File: src/sbw_pkg.sv
package sbw_pkg;

   // ------------------------------------------------------------
   // Register byte addresses
   // ------------------------------------------------------------
   localparam logic [31:0] ADDR_WAIT_SEL = 32'hFFFFF6C0;
   localparam logic [31:0] ADDR_MODE_SEL = 32'hFFFFF820;
   localparam logic [31:0] ADDR_PWR_CTRL = 32'hFFFFF1FC;
   localparam logic [31:0] ADDR_STATUS = 32'hFFFFF1F8;

   // ------------------------------------------------------------
   // Reset values and field positions
   // ------------------------------------------------------------
   localparam logic [7:0] MODE_SEL_RESET = 8'h00;
   localparam logic [7:0] WAIT_SEL_RESET = 8'h06;
   localparam logic [7:0] PWR_CTRL_RESET = 8'h00;
   localparam int MODE_SEL_LO_BIT = 0;
   localparam int MODE_SEL_HI_BIT = 1;
   localparam int TRIGGER_BIT = 1;
   localparam int WAIT_SEL_W = 3;
   localparam int STAT_RUN_BIT = 0;
   localparam int STAT_WAIT_BIT = 1;

   // ------------------------------------------------------------
   // Mode field codes and wait timing
   // ------------------------------------------------------------
   localparam logic [1:0] MODE_LIGHT_IDLE = 2'h0;
   localparam logic [1:0] MODE_FLASH_IDLE = 2'h2;
   localparam int WAIT_BASE_LOG2 = 10;
   localparam int WAIT_CNT_W = 17;

   // ------------------------------------------------------------
   // Bus encodings
   // ------------------------------------------------------------
   localparam logic [2:0] HSIZE_WORD = 3'h2;

   typedef enum logic [2:0] {
      ST_OSC_START,
      ST_SETTLE,
      ST_RUN,
      ST_LIGHT_IDLE,
      ST_FLASH_IDLE,
      ST_STOP
   } sbw_state_t;

endpackage

File: src/sbw_wait_if.sv
`timescale 1ns/1ps
interface sbw_wait_if;
   logic start;
   logic [sbw_pkg::WAIT_SEL_W-1:0] sel;
   logic busy;
   logic done;
   modport ctrl(output start, output sel, input busy, input done);
   modport cnt(input start, input sel, output busy, output done);
endinterface

File: src/sbw_standby_ctrl.sv
`timescale 1ns/1ps
// Summary of operation
// - Mode register is 8 bits, reset 00.
// - Mode 00 light idle, 10 flash idle, x1 stop.
// - Flash idle keeps oscillator; wait before resuming.
// - Light idle keeps oscillator, PLL, flash running.
// - Stop halts everything except subclock oscillator.
// - Trigger bit enters mode chosen by field.
// - Selector sets stop and flash-idle waits.
// - Selector register resets to 06.
// - Selector 0..6 gives 2^10..2^16 cycles.
// - After reset wait 2^16 cycles.
// - Wait starts only after oscillator has started.
// - Mode register accessible as byte or bit.
// - Selector register accessed as whole byte.
module sbw_standby_ctrl #(
   parameter int WAIT_BASE_LOG2 = sbw_pkg::WAIT_BASE_LOG2,
   parameter int WAIT_CNT_W = sbw_pkg::WAIT_CNT_W
) (
   input wire logic hclk,
   input wire logic hresetn,
   input wire logic hsel,
   input wire logic [31:0] haddr,
   input wire logic [1:0] htrans,
   input wire logic hwrite,
   input wire logic [2:0] hsize,
   input wire logic [31:0] hwdata,
   input wire logic hready,
   output logic hreadyout,
   output logic hresp,
   output logic [31:0] hrdata,
   input wire logic wake_req,
   input wire logic osc_started,
   output logic main_osc_en,
   output logic pll_en,
   output logic flash_en,
   output logic cpu_clk_en,
   output logic periph_clk_en
);

   // ------------------------------------------------------------
   // Declarations
   // ------------------------------------------------------------
   sbw_pkg::sbw_state_t state_reg;
   sbw_pkg::sbw_state_t state_next;

   logic [1:0] mode_sel_reg;
   logic [sbw_pkg::WAIT_SEL_W-1:0] wait_sel_reg;
   logic trigger_reg;

   logic wr_pend_reg;
   logic rd_pend_reg;
   logic [31:0] addr_reg;
   logic [2:0] size_reg;
   logic hreadyout_reg;
   logic hresp_reg;
   logic [31:0] hrdata_reg;

   logic main_osc_en_reg;
   logic pll_en_reg;
   logic flash_en_reg;
   logic cpu_clk_en_reg;
   logic periph_clk_en_reg;

   logic wait_start;
   logic trigger_clr;

   sbw_wait_if wait_bus();

   // ------------------------------------------------------------
   // Parameter check
   // ------------------------------------------------------------
   // The counter must hold the longest documented wait, selector 6, and a
   // base of zero would make the shortest wait a single cycle.
   if (WAIT_BASE_LOG2 < 1 || WAIT_BASE_LOG2 + 6 > WAIT_CNT_W) begin : g_bad_params
      $error("sbw_standby_ctrl: WAIT_CNT_W too small for WAIT_BASE_LOG2");
   end

   // ------------------------------------------------------------
   // Wait counter
   // ------------------------------------------------------------
   sbw_wait_counter #(
      .BASE_LOG2(WAIT_BASE_LOG2),
      .CNT_W(WAIT_CNT_W)
   ) u_wait (
      .hclk(hclk),
      .hresetn(hresetn),
      .w(wait_bus)
   );

   // One selector serves both the stop and the flash-idle wait.
   assign wait_bus.start = wait_start;
   assign wait_bus.sel = wait_sel_reg;

   // ------------------------------------------------------------
   // Bus address phase
   // ------------------------------------------------------------
   wire addr_phase = hsel && hready && htrans[1];
   wire take_write = addr_phase && hwrite;
   wire take_read = addr_phase && !hwrite;

   always_ff @(posedge hclk or negedge hresetn) begin
      if (!hresetn) begin
         wr_pend_reg <= 1'b0;
         addr_reg <= '0;
         size_reg <= '0;
      end else begin
         wr_pend_reg <= take_write;
         if (addr_phase) begin
            addr_reg <= haddr;
            size_reg <= hsize;
         end
      end
   end

   // ------------------------------------------------------------
   // Register decode
   // ------------------------------------------------------------
   // Registers live in byte lane 0; a byte or half-word write that does
   // not cover lane 0 leaves them untouched.
   wire lane0 = (addr_reg[1:0] == 2'h0) || (size_reg == sbw_pkg::HSIZE_WORD);
   wire hit_mode = addr_reg[31:2] == sbw_pkg::ADDR_MODE_SEL[31:2];
   wire hit_wait = addr_reg[31:2] == sbw_pkg::ADDR_WAIT_SEL[31:2];
   wire hit_pwr = addr_reg[31:2] == sbw_pkg::ADDR_PWR_CTRL[31:2];
   wire hit_stat = addr_reg[31:2] == sbw_pkg::ADDR_STATUS[31:2];

   wire wr_ok = wr_pend_reg && lane0;
   wire wr_mode = wr_ok && hit_mode;
   wire wr_wait = wr_ok && hit_wait;
   wire wr_pwr = wr_ok && hit_pwr;

   // ------------------------------------------------------------
   // Software registers
   // ------------------------------------------------------------
   always_ff @(posedge hclk or negedge hresetn) begin
      if (!hresetn) begin
         mode_sel_reg <= sbw_pkg::MODE_SEL_RESET[1:0];
         wait_sel_reg <= sbw_pkg::WAIT_SEL_RESET[sbw_pkg::WAIT_SEL_W-1:0];
      end else begin
         if (wr_mode) begin
            mode_sel_reg <= {hwdata[sbw_pkg::MODE_SEL_HI_BIT],
                             hwdata[sbw_pkg::MODE_SEL_LO_BIT]};
         end
         if (wr_wait) begin
            // Upper bits are expected zero and are not stored.
            wait_sel_reg <= hwdata[sbw_pkg::WAIT_SEL_W-1:0];
         end
      end
   end

   // A software write wins over the hardware clear in the same cycle,
   // so a fresh request is never lost.
   always_ff @(posedge hclk or negedge hresetn) begin
      if (!hresetn) begin
         trigger_reg <= sbw_pkg::PWR_CTRL_RESET[sbw_pkg::TRIGGER_BIT];
      end else if (wr_pwr) begin
         trigger_reg <= hwdata[sbw_pkg::TRIGGER_BIT];
      end else if (trigger_clr) begin
         trigger_reg <= 1'b0;
      end
   end

   // ------------------------------------------------------------
   // Read path
   // ------------------------------------------------------------
   wire [7:0] mode_rd = {6'h00, mode_sel_reg};
   wire [7:0] wait_rd = {5'h00, wait_sel_reg};
   wire run_now = state_reg == sbw_pkg::ST_RUN;
   logic [7:0] pwr_rd;
   logic [7:0] stat_rd;
   logic [7:0] rd_byte;

   // Control and status bytes are built from the named bit positions, so a
   // moved field needs no edit here.
   always_comb begin
      pwr_rd = 8'h00;
      pwr_rd[sbw_pkg::TRIGGER_BIT] = trigger_reg;
      stat_rd = 8'h00;
      stat_rd[sbw_pkg::STAT_RUN_BIT] = run_now;
      stat_rd[sbw_pkg::STAT_WAIT_BIT] = wait_bus.busy;
   end

   // Unmapped offsets read zero.
   always_comb begin
      rd_byte = 8'h00;
      if (hit_mode) begin
         rd_byte = mode_rd;
      end else if (hit_wait) begin
         rd_byte = wait_rd;
      end else if (hit_pwr) begin
         rd_byte = pwr_rd;
      end else if (hit_stat) begin
         rd_byte = stat_rd;
      end
   end

   // Reads take one wait state so that a write just before is seen.
   always_ff @(posedge hclk or negedge hresetn) begin
      if (!hresetn) begin
         rd_pend_reg <= 1'b0;
         hreadyout_reg <= 1'b1;
      end else begin
         rd_pend_reg <= take_read;
         if (take_read) begin
            hreadyout_reg <= 1'b0;
         end else if (rd_pend_reg) begin
            hreadyout_reg <= 1'b1;
         end
      end
   end

   // Read data hold until the next read completes.
   always_ff @(posedge hclk or negedge hresetn) begin
      if (!hresetn) begin
         hrdata_reg <= '0;
      end else if (rd_pend_reg) begin
         hrdata_reg <= {24'h000000, rd_byte};
      end
   end

   // The slave never signals an error; the flop keeps the output registered.
   always_ff @(posedge hclk or negedge hresetn) begin
      if (!hresetn) begin
         hresp_reg <= 1'b0;
      end else begin
         hresp_reg <= 1'b0;
      end
   end

   assign hreadyout = hreadyout_reg;
   assign hresp = hresp_reg;
   assign hrdata = hrdata_reg;

   // ------------------------------------------------------------
   // Standby sequencer
   // ------------------------------------------------------------
   // Either code with the low bit set selects stop.
   wire mode_is_stop = mode_sel_reg[sbw_pkg::MODE_SEL_LO_BIT];
   wire mode_is_flash = mode_sel_reg == sbw_pkg::MODE_FLASH_IDLE;

   always_comb begin
      state_next = state_reg;
      wait_start = 1'b0;
      trigger_clr = 1'b0;
      case (state_reg)
         sbw_pkg::ST_OSC_START: begin
            // The count may only begin once the oscillator runs.
            if (osc_started) begin
               wait_start = 1'b1;
               state_next = sbw_pkg::ST_SETTLE;
            end
         end
         sbw_pkg::ST_SETTLE: begin
            if (wait_bus.done) begin
               trigger_clr = 1'b1;
               state_next = sbw_pkg::ST_RUN;
            end
         end
         sbw_pkg::ST_RUN: begin
            if (trigger_reg) begin
               if (mode_is_stop) begin
                  state_next = sbw_pkg::ST_STOP;
               end else if (mode_is_flash) begin
                  state_next = sbw_pkg::ST_FLASH_IDLE;
               end else begin
                  state_next = sbw_pkg::ST_LIGHT_IDLE;
               end
            end
         end
         sbw_pkg::ST_LIGHT_IDLE: begin
            // Oscillator and PLL never stopped, so no wait is needed.
            if (wake_req) begin
               trigger_clr = 1'b1;
               state_next = sbw_pkg::ST_RUN;
            end
         end
         sbw_pkg::ST_FLASH_IDLE: begin
            // PLL and flash restart together and share the setup count.
            if (wake_req) begin
               wait_start = 1'b1;
               state_next = sbw_pkg::ST_SETTLE;
            end
         end
         sbw_pkg::ST_STOP: begin
            // The oscillator restarts first; the count waits for it.
            if (wake_req) begin
               state_next = sbw_pkg::ST_OSC_START;
            end
         end
         default: begin
            state_next = sbw_pkg::ST_OSC_START;
         end
      endcase
   end

   // Reset enters the same path as a stop release, with selector 6.
   always_ff @(posedge hclk or negedge hresetn) begin
      if (!hresetn) begin
         state_reg <= sbw_pkg::ST_OSC_START;
      end else begin
         state_reg <= state_next;
      end
   end

   // ------------------------------------------------------------
   // Clock and oscillator enables
   // ------------------------------------------------------------
   wire next_run = state_next == sbw_pkg::ST_RUN;
   wire next_stop = state_next == sbw_pkg::ST_STOP;
   wire next_flash = state_next == sbw_pkg::ST_FLASH_IDLE;
   // Light idle keeps PLL and flash up; flash idle keeps only the oscillator.
   wire main_osc_en_next = !next_stop;
   wire pll_en_next = !(next_stop || next_flash);
   wire flash_en_next = !(next_stop || next_flash);
   wire clk_en_next = next_run;

   // Enables are registered from the next state so each one changes in
   // the same cycle as the state itself.
   always_ff @(posedge hclk or negedge hresetn) begin
      if (!hresetn) begin
         main_osc_en_reg <= 1'b1;
         pll_en_reg <= 1'b1;
         flash_en_reg <= 1'b1;
         cpu_clk_en_reg <= 1'b0;
         periph_clk_en_reg <= 1'b0;
      end else begin
         main_osc_en_reg <= main_osc_en_next;
         pll_en_reg <= pll_en_next;
         flash_en_reg <= flash_en_next;
         cpu_clk_en_reg <= clk_en_next;
         periph_clk_en_reg <= clk_en_next;
      end
   end

   assign main_osc_en = main_osc_en_reg;
   assign pll_en = pll_en_reg;
   assign flash_en = flash_en_reg;
   assign cpu_clk_en = cpu_clk_en_reg;
   assign periph_clk_en = periph_clk_en_reg;

endmodule

File: src/sbw_wait_counter.sv
`timescale 1ns/1ps
module sbw_wait_counter #(
   parameter int BASE_LOG2 = sbw_pkg::WAIT_BASE_LOG2,
   parameter int CNT_W = sbw_pkg::WAIT_CNT_W
) (
   input wire logic hclk,
   input wire logic hresetn,
   sbw_wait_if.cnt w
);

   // The longest step, selector 6, must fit the counter.
   if (BASE_LOG2 < 1 || BASE_LOG2 + 6 > CNT_W) begin : g_bad_width
      $error("sbw_wait_counter: CNT_W too small for BASE_LOG2");
   end

   logic [CNT_W-1:0] cnt_reg;
   logic busy_reg;
   logic done_reg;
   wire [CNT_W-1:0] one = {{(CNT_W-1){1'b0}}, 1'b1};
   wire [CNT_W-1:0] load_val = (one << (BASE_LOG2 + int'(w.sel))) - one;
   wire at_end = busy_reg && (cnt_reg == '0);

   // A start loads 2^(BASE+sel)-1, so busy lasts exactly 2^(BASE+sel) cycles.
   always_ff @(posedge hclk or negedge hresetn) begin
      if (!hresetn) begin
         cnt_reg <= '0;
         busy_reg <= 1'b0;
         done_reg <= 1'b0;
      end else begin
         done_reg <= at_end;
         if (w.start) begin
            cnt_reg <= load_val;
            busy_reg <= 1'b1;
         end else if (at_end) begin
            busy_reg <= 1'b0;
         end else if (busy_reg) begin
            cnt_reg <= cnt_reg - one;
         end
      end
   end

   assign w.busy = busy_reg;
   assign w.done = done_reg;

endmodule

File: config.mk
export PLATFORM = sky130hd
export DESIGN_NAME = sbw_standby_ctrl
export DESIGN_NICKNAME = d
export VERILOG_FILES = /design/src/sbw_pkg.sv /design/src/sbw_wait_if.sv /design/src/sbw_standby_ctrl.sv /design/src/sbw_wait_counter.sv
export SDC_FILE = /design/constraint.sdc
export NUM_CORES = 1
export LEC_CHECK = 0
export ABC_AREA = 1
export BUFFER_PORTS_ARGS = -buffer_cell sky130_fd_sc_hd__buf_2
export CAP_MARGIN = 10
export CELL_PAD_IN_SITES_DETAIL_PLACEMENT = 2
export CELL_PAD_IN_SITES_GLOBAL_PLACEMENT = 2
export CORE_UTILIZATION = 33
export CTS_BUF_LIST = sky130_fd_sc_hd__clkbuf_4 sky130_fd_sc_hd__clkbuf_8
export DETAILED_ROUTE_END_ITERATION = 7
export PLACE_DENSITY = 0.85
export SETUP_SLACK_MARGIN = 0.15
export SYNTH_ARGS = -nofsm -noshare
export SYNTH_HDL_FRONTEND = slang
export SYNTH_HIERARCHICAL = 1
export SYNTH_SLANG_ARGS = --single-unit
export TNS_END_PERCENT = 1
File: constraint.sdc
create_clock -name hclk -period 4.2 [get_ports hclk]
set_input_delay 0.21 -clock hclk [delete_from_list [all_inputs] [get_ports hclk]]
set_output_delay 0.21 -clock hclk [all_outputs]
set_load 0.02 [all_outputs]
==> results of run 1 <==
[logic make-up (layout without fill, tap and decap cells)]
logic type                 after synthesis  count (layout)  synth area share [%]
buffers and inverters                  100             132                 12.84
and+or+nand+nor                        254             254                 27.72
adders and majority gates                2               2                0.6172
AOI/OAI and AO/OA                       39              39                 5.741
muxes                                   24              24                 6.667
xor gates and xnor gates                 8               8                 1.728
other                                    1              30               0.09250
DFF                                     72              72                 44.60
[critical path: stages (launching register included)]
cell and delay (ns):
dfrtp_1 0.45, inv_1 0.16, nor2_2 0.05, nor2_1 0.09, nand2_1 0.10, inv_1 0.39, inv_2 0.25, nand2_1 0.15
ha_1 0.22, nand3_2 0.16, nor2_4 0.17, nand2_2 0.10, nor2_4 0.16, nand3_1 0.08, nand3_1 0.09, nand2_1 0.06
[routing by layer]
layer | routed length, um | share of wire [%] | GRT usage [%]
met3 | 395 | 3.9 | 3.803
met4 | 166 | 1.6 | 6.400
met1 | 4381 | 43 | 21.08
met2 | 5163 | 51 | 31.28
met5 | 0 | 0 | 0
[power groups by stage]
stage | clock network (uW) | registers, uW | logic, uW
2_1_floorplan | 0 | 955 | 687
3_3_place_gp | 0 | 963 | 836
3_5_place_dp | 0 | 980 | 881
4_1_cts | 552 | 968 | 896
5_1_grt | 580 | 987 | 1010
6_report | 535 | 963 | 875
[repair_timing]
action                                 in CTS  in global routing
resized for setup                           0                  0
endpoints found under the hold margin      22                  0
hold buffers                                1                  0
[synthesized netlist by cell type, types with 2 or more instances]
library cell  number
dfrtp_1           67
nand4_1            5
inv_2              5
nand3_2            3
nand3_1           25
dfstp_2            5
a21oi_1           12
xor2_1             4
nor2_4             3
xnor2_1            4
o21ai_1           12
ha_1               2
nor2_2             4
buf_4             33
inv_1             53
nor2_1            76
nand2_4            3
mux2_2            24
nand2_1          120
buf_2              7
nand2_2            6
o21ai_0            9
nor3_1             5
[cell usage in the layout, fill, tap and decap left out, types with 6 or more instances in the layout]
master / netlist / final
nor2_1: 76 / 76
nand2_2: 6 / 6
mux2_2: 24 / 24
nand2_1: 120 / 120
a21oi_1: 12 / 12
o21ai_1: 12 / 12
nand3_1: 25 / 24
dfrtp_1: 67 / 67
clkbuf_8: 0 / 11
buf_2: 7 / 54
inv_1: 53 / 53
conb_1: 1 / 30
o21ai_0: 9 / 9
[per-stage QoR]
| step | util, % | total power, uW | instances | hold slack, ns | cell area [um^2] |
|---|---|---|---|---|---|
| after floorplan | - | 1642 | 529 | -0.08559 | 4163 |
| after global placement | 36.16 | 1799 | 691 | 0.2572 | 4343 |
| after detailed placement | 36.16 | 1861 | 691 | 0.2615 | 4343 |
| after CTS | 37.83 | 2416 | 708 | 0.02677 | 4544 |
| after global routing | 37.83 | 2576 | 708 | 0.03437 | 4544 |
| final | 37.83 | 2373 | 708 | 0.04484 | 4544 |
[final cells by class]
type | count | share of cell area (%)
multi-input cells | 357 | 40.47
clock buffers | 13 | 3.662
repair buffers | 57 | 6.498
flip-flops and latches | 72 | 39.79
clock inverters | 3 | 0.5507
inverters | 59 | 4.983
well taps | 147 | 4.047
[worst max path at each step]
stage,depth (start not counted),endpoint
after global routing,16,u_wait/cnt_reg[16]
after detailed placement,15,u_wait/cnt_reg[14]
after CTS,15,u_wait/cnt_reg[16]
after floorplan,16,u_wait/cnt_reg[14]
after global placement,15,u_wait/cnt_reg[16]
final,15,u_wait/cnt_reg[16]
==> metrics.yaml, run 1 <==
rr_startpoint: "state_reg[2]"
syn_inst: 500
syn-mean-instance-area_um2: 8.108
switchingPower_uw: 943.9
rsz0062_at_grt: "no"
diodes: 0
yosysTopAreaCellShare_pct: 41.36
power_density_nw_per_um2: 522.3
drt-initial-drc-count: 87
seq_area_frac_synth_pct: 44.60
cts_buffer_depth: 2
ant_nets: 0
setup_viol: 0
rows: 40
ys_top_cells_by_area: "dfrtp_1, nand2_1, nor2_1"
vias: 3302
seqPwrFrac_pct: 40.6
yosys_warnings: 6
hold_start: "hwrite"
worst_pin_slew_ns: 1.006
grt_pass1_vias: 3743
start_util_pct: 33.75
skew_ns: 0.01097
ys.flop_type: "dfrtp_1"
whs_path_depth: 2
routedWlPerCell_um: 14.27
worst_slack_ns: 1.403
routed_via_density: 4.664
drc: 0
largest_register_ffs: 32
cellLeakagePower_uw: 0.002419
combPwrFrac_pct: 36.9
crit_required_ns: 4.44
track_usage_pct: 17.67
synth_top_cell_by_area: "dfrtp_1"
io_buffers: 54
finalCritPeriodShare_pct: 66.59
cts_buffers: 9
max_slew_margin_pct: 32.89
hold_path.class: "in -> reg"
die_width_um: 112.8
seq_area_um2: 1808
r2r_end: "u_wait/cnt_reg[16]"
synth_edf_count: 0
place_hpwl_um: 7752
cap_violations: 0
pre_cts_ws_ns: 1.382
fill_cells: 1409
synth_area_um2: 4054
layout-drive-gt1-share_pct: 23.89
root_buffer: "clkbuf_8"
setup-tns-final_ns: 0
multi_input_area_um2: 1839
dieArea_um2: 12730
internal_power_uw: 1430
sw_frac_of_total_pct: 39.77
r2r_slack_ns: 1.40
status: "finished, final reports clean"
wirelength_um: 10110
clkLatencyLatePin_ns: 0.35
tritoncts: "done"
worstSetupPathType: "reg -> reg"
clkPwrFrac_pct: 22.5
endpoint_kind: "flop"
async_flop_share_pct: 100.0
hold_viol_final: 0
h-tree-depth: 3
fin_nets: 634
fmax_mhz: 357.6
cts_setup_buffers: 0
cp.arrival_ns: 3.04
antenna_found_initial: 0
ys_seq_elements: 72
gr-total-overflow: 0
crit_start: "state_reg[2]"
reg2regPathDepth: 15
grt_max_degree: 49
final_max_slew_viol_count: 0
cts_sinks: 72
startpoint_type: "flop"
syn_to_final_growth_pct: 12.10
grt_pass1_wl_um: 17710
die_height_um: 112.8
path_clk_slew_ns: 0.08
coreArea_um2: 12010
gp_congestion: 0.7722
peakVddDrop_mv: 0.2017
post-route-min-period_ns: 2.797
drtPass1Iterations: 4
hold-path-endpoint: "rd_pend_reg"
io_pins: 115
crit_fanout: 14
yosysUniqueCellTypes: 36
(Power assumes the default switching activity.)
==> run 2: changes to the inputs <==
- CORE_UTILIZATION: 33 -> 31
- PLACE_DENSITY: 0.85 -> 0.8
- clock period: 4.2 -> 2.9 ns (I/O delays scaled with it)
==> run 2 against run 1 <==
Effect of this change: register-to-register slack worse by 0.90 ns; count of clock-buffer cells in the layout down 3; largest cell class unchanged; via count up 4.3%; fmax up 17%; global-route usage up 1.2 points; clock power up 46%; worst hold slack worse by 0.031 ns; critical path depth unchanged; non-clock buffer count up 27; worst setup slack worse by 0.90 ns; clock skew up 0.0033 ns; first-iteration DRC count down 3.4%.
==> metrics.yaml, run 2 (same netlist as run 1, synthesis figures left out) <==
io_buffers: 54  # unchanged
drt-initial-drc-count: 84  # was 87
drc: 0  # unchanged
antenna_found_initial: 0  # unchanged
rows: 41  # was 40
cts-resized-gates: 0  # unchanged
fmax_mhz: 417.6  # was 357.6 MHz
layout-drive-gt1-share_pct: 23.30  # was 23.89%
track_usage_pct: 18.88  # was 17.67%
seq_area_um2: 1808  # unchanged
r2r_slack_ns: 0.51  # was 1.40 ns
cap_violations: 0  # unchanged
dieArea_um2: 13540  # was 12730 um^2
gp_congestion: 0.7895  # was 0.7722
pre_cts_ws_ns: 0.5436  # was 1.382 ns
post-route-min-period_ns: 2.395  # was 2.797 ns
crit_fanout: 8  # was 14
fin_cells: 760  # was 708
endpoint_kind: "flop"  # unchanged
crit_start: "state_reg[2]"  # unchanged
r2r_end: "u_wait/cnt_reg[14]"  # was u_wait/cnt_reg[16]
fin_nets: 661  # was 634
cts_setup_buffers: 0  # unchanged
root_buffer: "clkbuf_8"  # unchanged
vias: 3445  # was 3302
grt_max_degree: 73  # was 49
place_hpwl_um: 7993  # was 7752 um
finalCritPeriodShare_pct: 82.57  # was 66.59%
hold_path.class: "in -> reg"  # unchanged
setup-tns-final_ns: 0  # unchanged
reg2regPathDepth: 15  # unchanged
routedWlPerCell_um: 15.14  # was 14.27 um
gr-total-overflow: 0  # unchanged
crit_end: "u_wait/cnt_reg[14]"  # was u_wait/cnt_reg[16]
status: "finished, final reports clean"  # unchanged
worst_slack_ns: 0.5053  # was 1.403 ns
cts_sinks: 72  # unchanged
hold_viol_final: 0  # unchanged
worst_pin_slew_ns: 0.9275  # was 1.006 ns
layout_common_cells: "nand2_1, nor2_1, dfrtp_1"  # unchanged
skew_ns: 0.01429  # was 0.01097 ns
path_clk_slew_ns: 0.09  # was 0.08 ns
die_height_um: 116.4  # was 112.8 um
power_density_nw_per_um2: 724.9  # was 522.3 nW/um^2
final_max_slew_viol_count: 0  # unchanged
cts_buffers: 9  # unchanged
wirelength_um: 11510  # was 10110 um
cellLeakagePower_uw: 0.002527  # was 0.002419 uW
multi_input_area_um2: 1839  # unchanged
fill_cells: 1459  # was 1409
peakVddDrop_mv: 0.3396  # was 0.2017 mV
largest_register_ffs: 32  # unchanged
start_util_pct: 31.99  # was 33.75%
syn_to_final_growth_pct: 19.29  # was 12.10%
h-tree-depth: 3  # unchanged
cp.arrival_ns: 2.65  # was 3.04 ns
diodes: 0  # unchanged
grt_pass1_vias: 3987  # was 3743
worstSetupPathType: "reg -> reg"  # unchanged
tritoncts: "done"  # unchanged
startpoint_type: "flop"  # unchanged
rr_startpoint: "state_reg[2]"  # unchanged
drtPass1Iterations: 4  # unchanged
clkLatencyLatePin_ns: 0.38  # was 0.35 ns
routed_via_density: 4.533  # was 4.664
crit_required_ns: 3.15  # was 4.44 ns
cts_buffer_depth: 2  # unchanged
final_common_cell: "nand2_1"  # unchanged
coreArea_um2: 12670  # was 12010 um^2
io_pins: 115  # unchanged
die_width_um: 116.4  # was 112.8 um
max_slew_margin_pct: 38.16  # was 32.89%
rsz0062_at_grt: "no"  # unchanged
ant_nets: 0  # unchanged
setup_viol: 0  # unchanged
grt_pass1_wl_um: 19220  # was 17710 um
dpl.cell_count: 719  # was 691
[run 2: area by class of cell]
type                    count  area share (%)
repair buffers             84           11.59
well taps                 172           4.450
clock inverters             6           1.009
flip-flops and latches     72           37.39
inverters                  59           4.683
clock buffers              10           2.846
multi-input cells         357           38.03
[run 2: report_power, final]
part	internal, uW	switching (uW)
clock	344	437
combinational	482	840
sequential	1240	161
[run 2: critical path, cell delays in order, from the launching register on]
cell     delay, ns
dfrtp_1       0.47
inv_1         0.16
nor2_2        0.05
nor2_1        0.09
nand2_1       0.10
inv_1         0.10
inv_2         0.11
nand2_1       0.12
ha_1          0.21
nand3_2       0.15
nor2_4        0.18
nand2_2       0.11
nor2_4        0.16
nand3_1       0.09
nand3_1       0.10
nand2_1       0.06
[run 2: metal layers]
metal / track usage, % / part of all wire, %
met3: 2.906 / 2.8
met5: 0 / 0
met1: 21.12 / 42
met2: 35.23 / 53
met4: 8.291 / 2.2
[run 2: timing repair]
action	4_1_cts	5_1_grt
hold endpoints to repair	92	0
endpoints found under the setup margin	0	0
hold buffers	25	0
[run 2: worst min-delay path by stage]
| stage | from | endpoint | slack, ns | cells past startpoint |
|---|---|---|---|---|
| 6_report | haddr[6] | addr_reg[6] | 0.01 | 3 |
| 5_1_grt | haddr[18] | addr_reg[18] | 0.0004 | 2 |
| 4_1_cts | haddr[9] | addr_reg[9] | 0.0001 | 3 |
| 3_5_place_dp | hwrite | rd_pend_reg | 0.34 | 2 |
| 3_3_place_gp | hwrite | rd_pend_reg | 0.33 | 2 |
| 2_1_floorplan | hresetn | addr_reg[0] | -0.15 | 0 |
[run 2: per-stage QoR]
| stage | hold WS (ns) | power (uW) | utilization [%] | cell area, um^2 |
|---|---|---|---|---|
| floorplan | -0.1506 | 2379 | - | 4163 |
| global placement | 0.3327 | 2629 | 34.72 | 4399 |
| detailed placement | 0.3431 | 2722 | 34.72 | 4399 |
| CTS | 0.0001198 | 3550 | 38.17 | 4836 |
| global route | 0.0003820 | 3800 | 38.17 | 4836 |
| finish | 0.01346 | 3506 | 38.17 | 4836 |
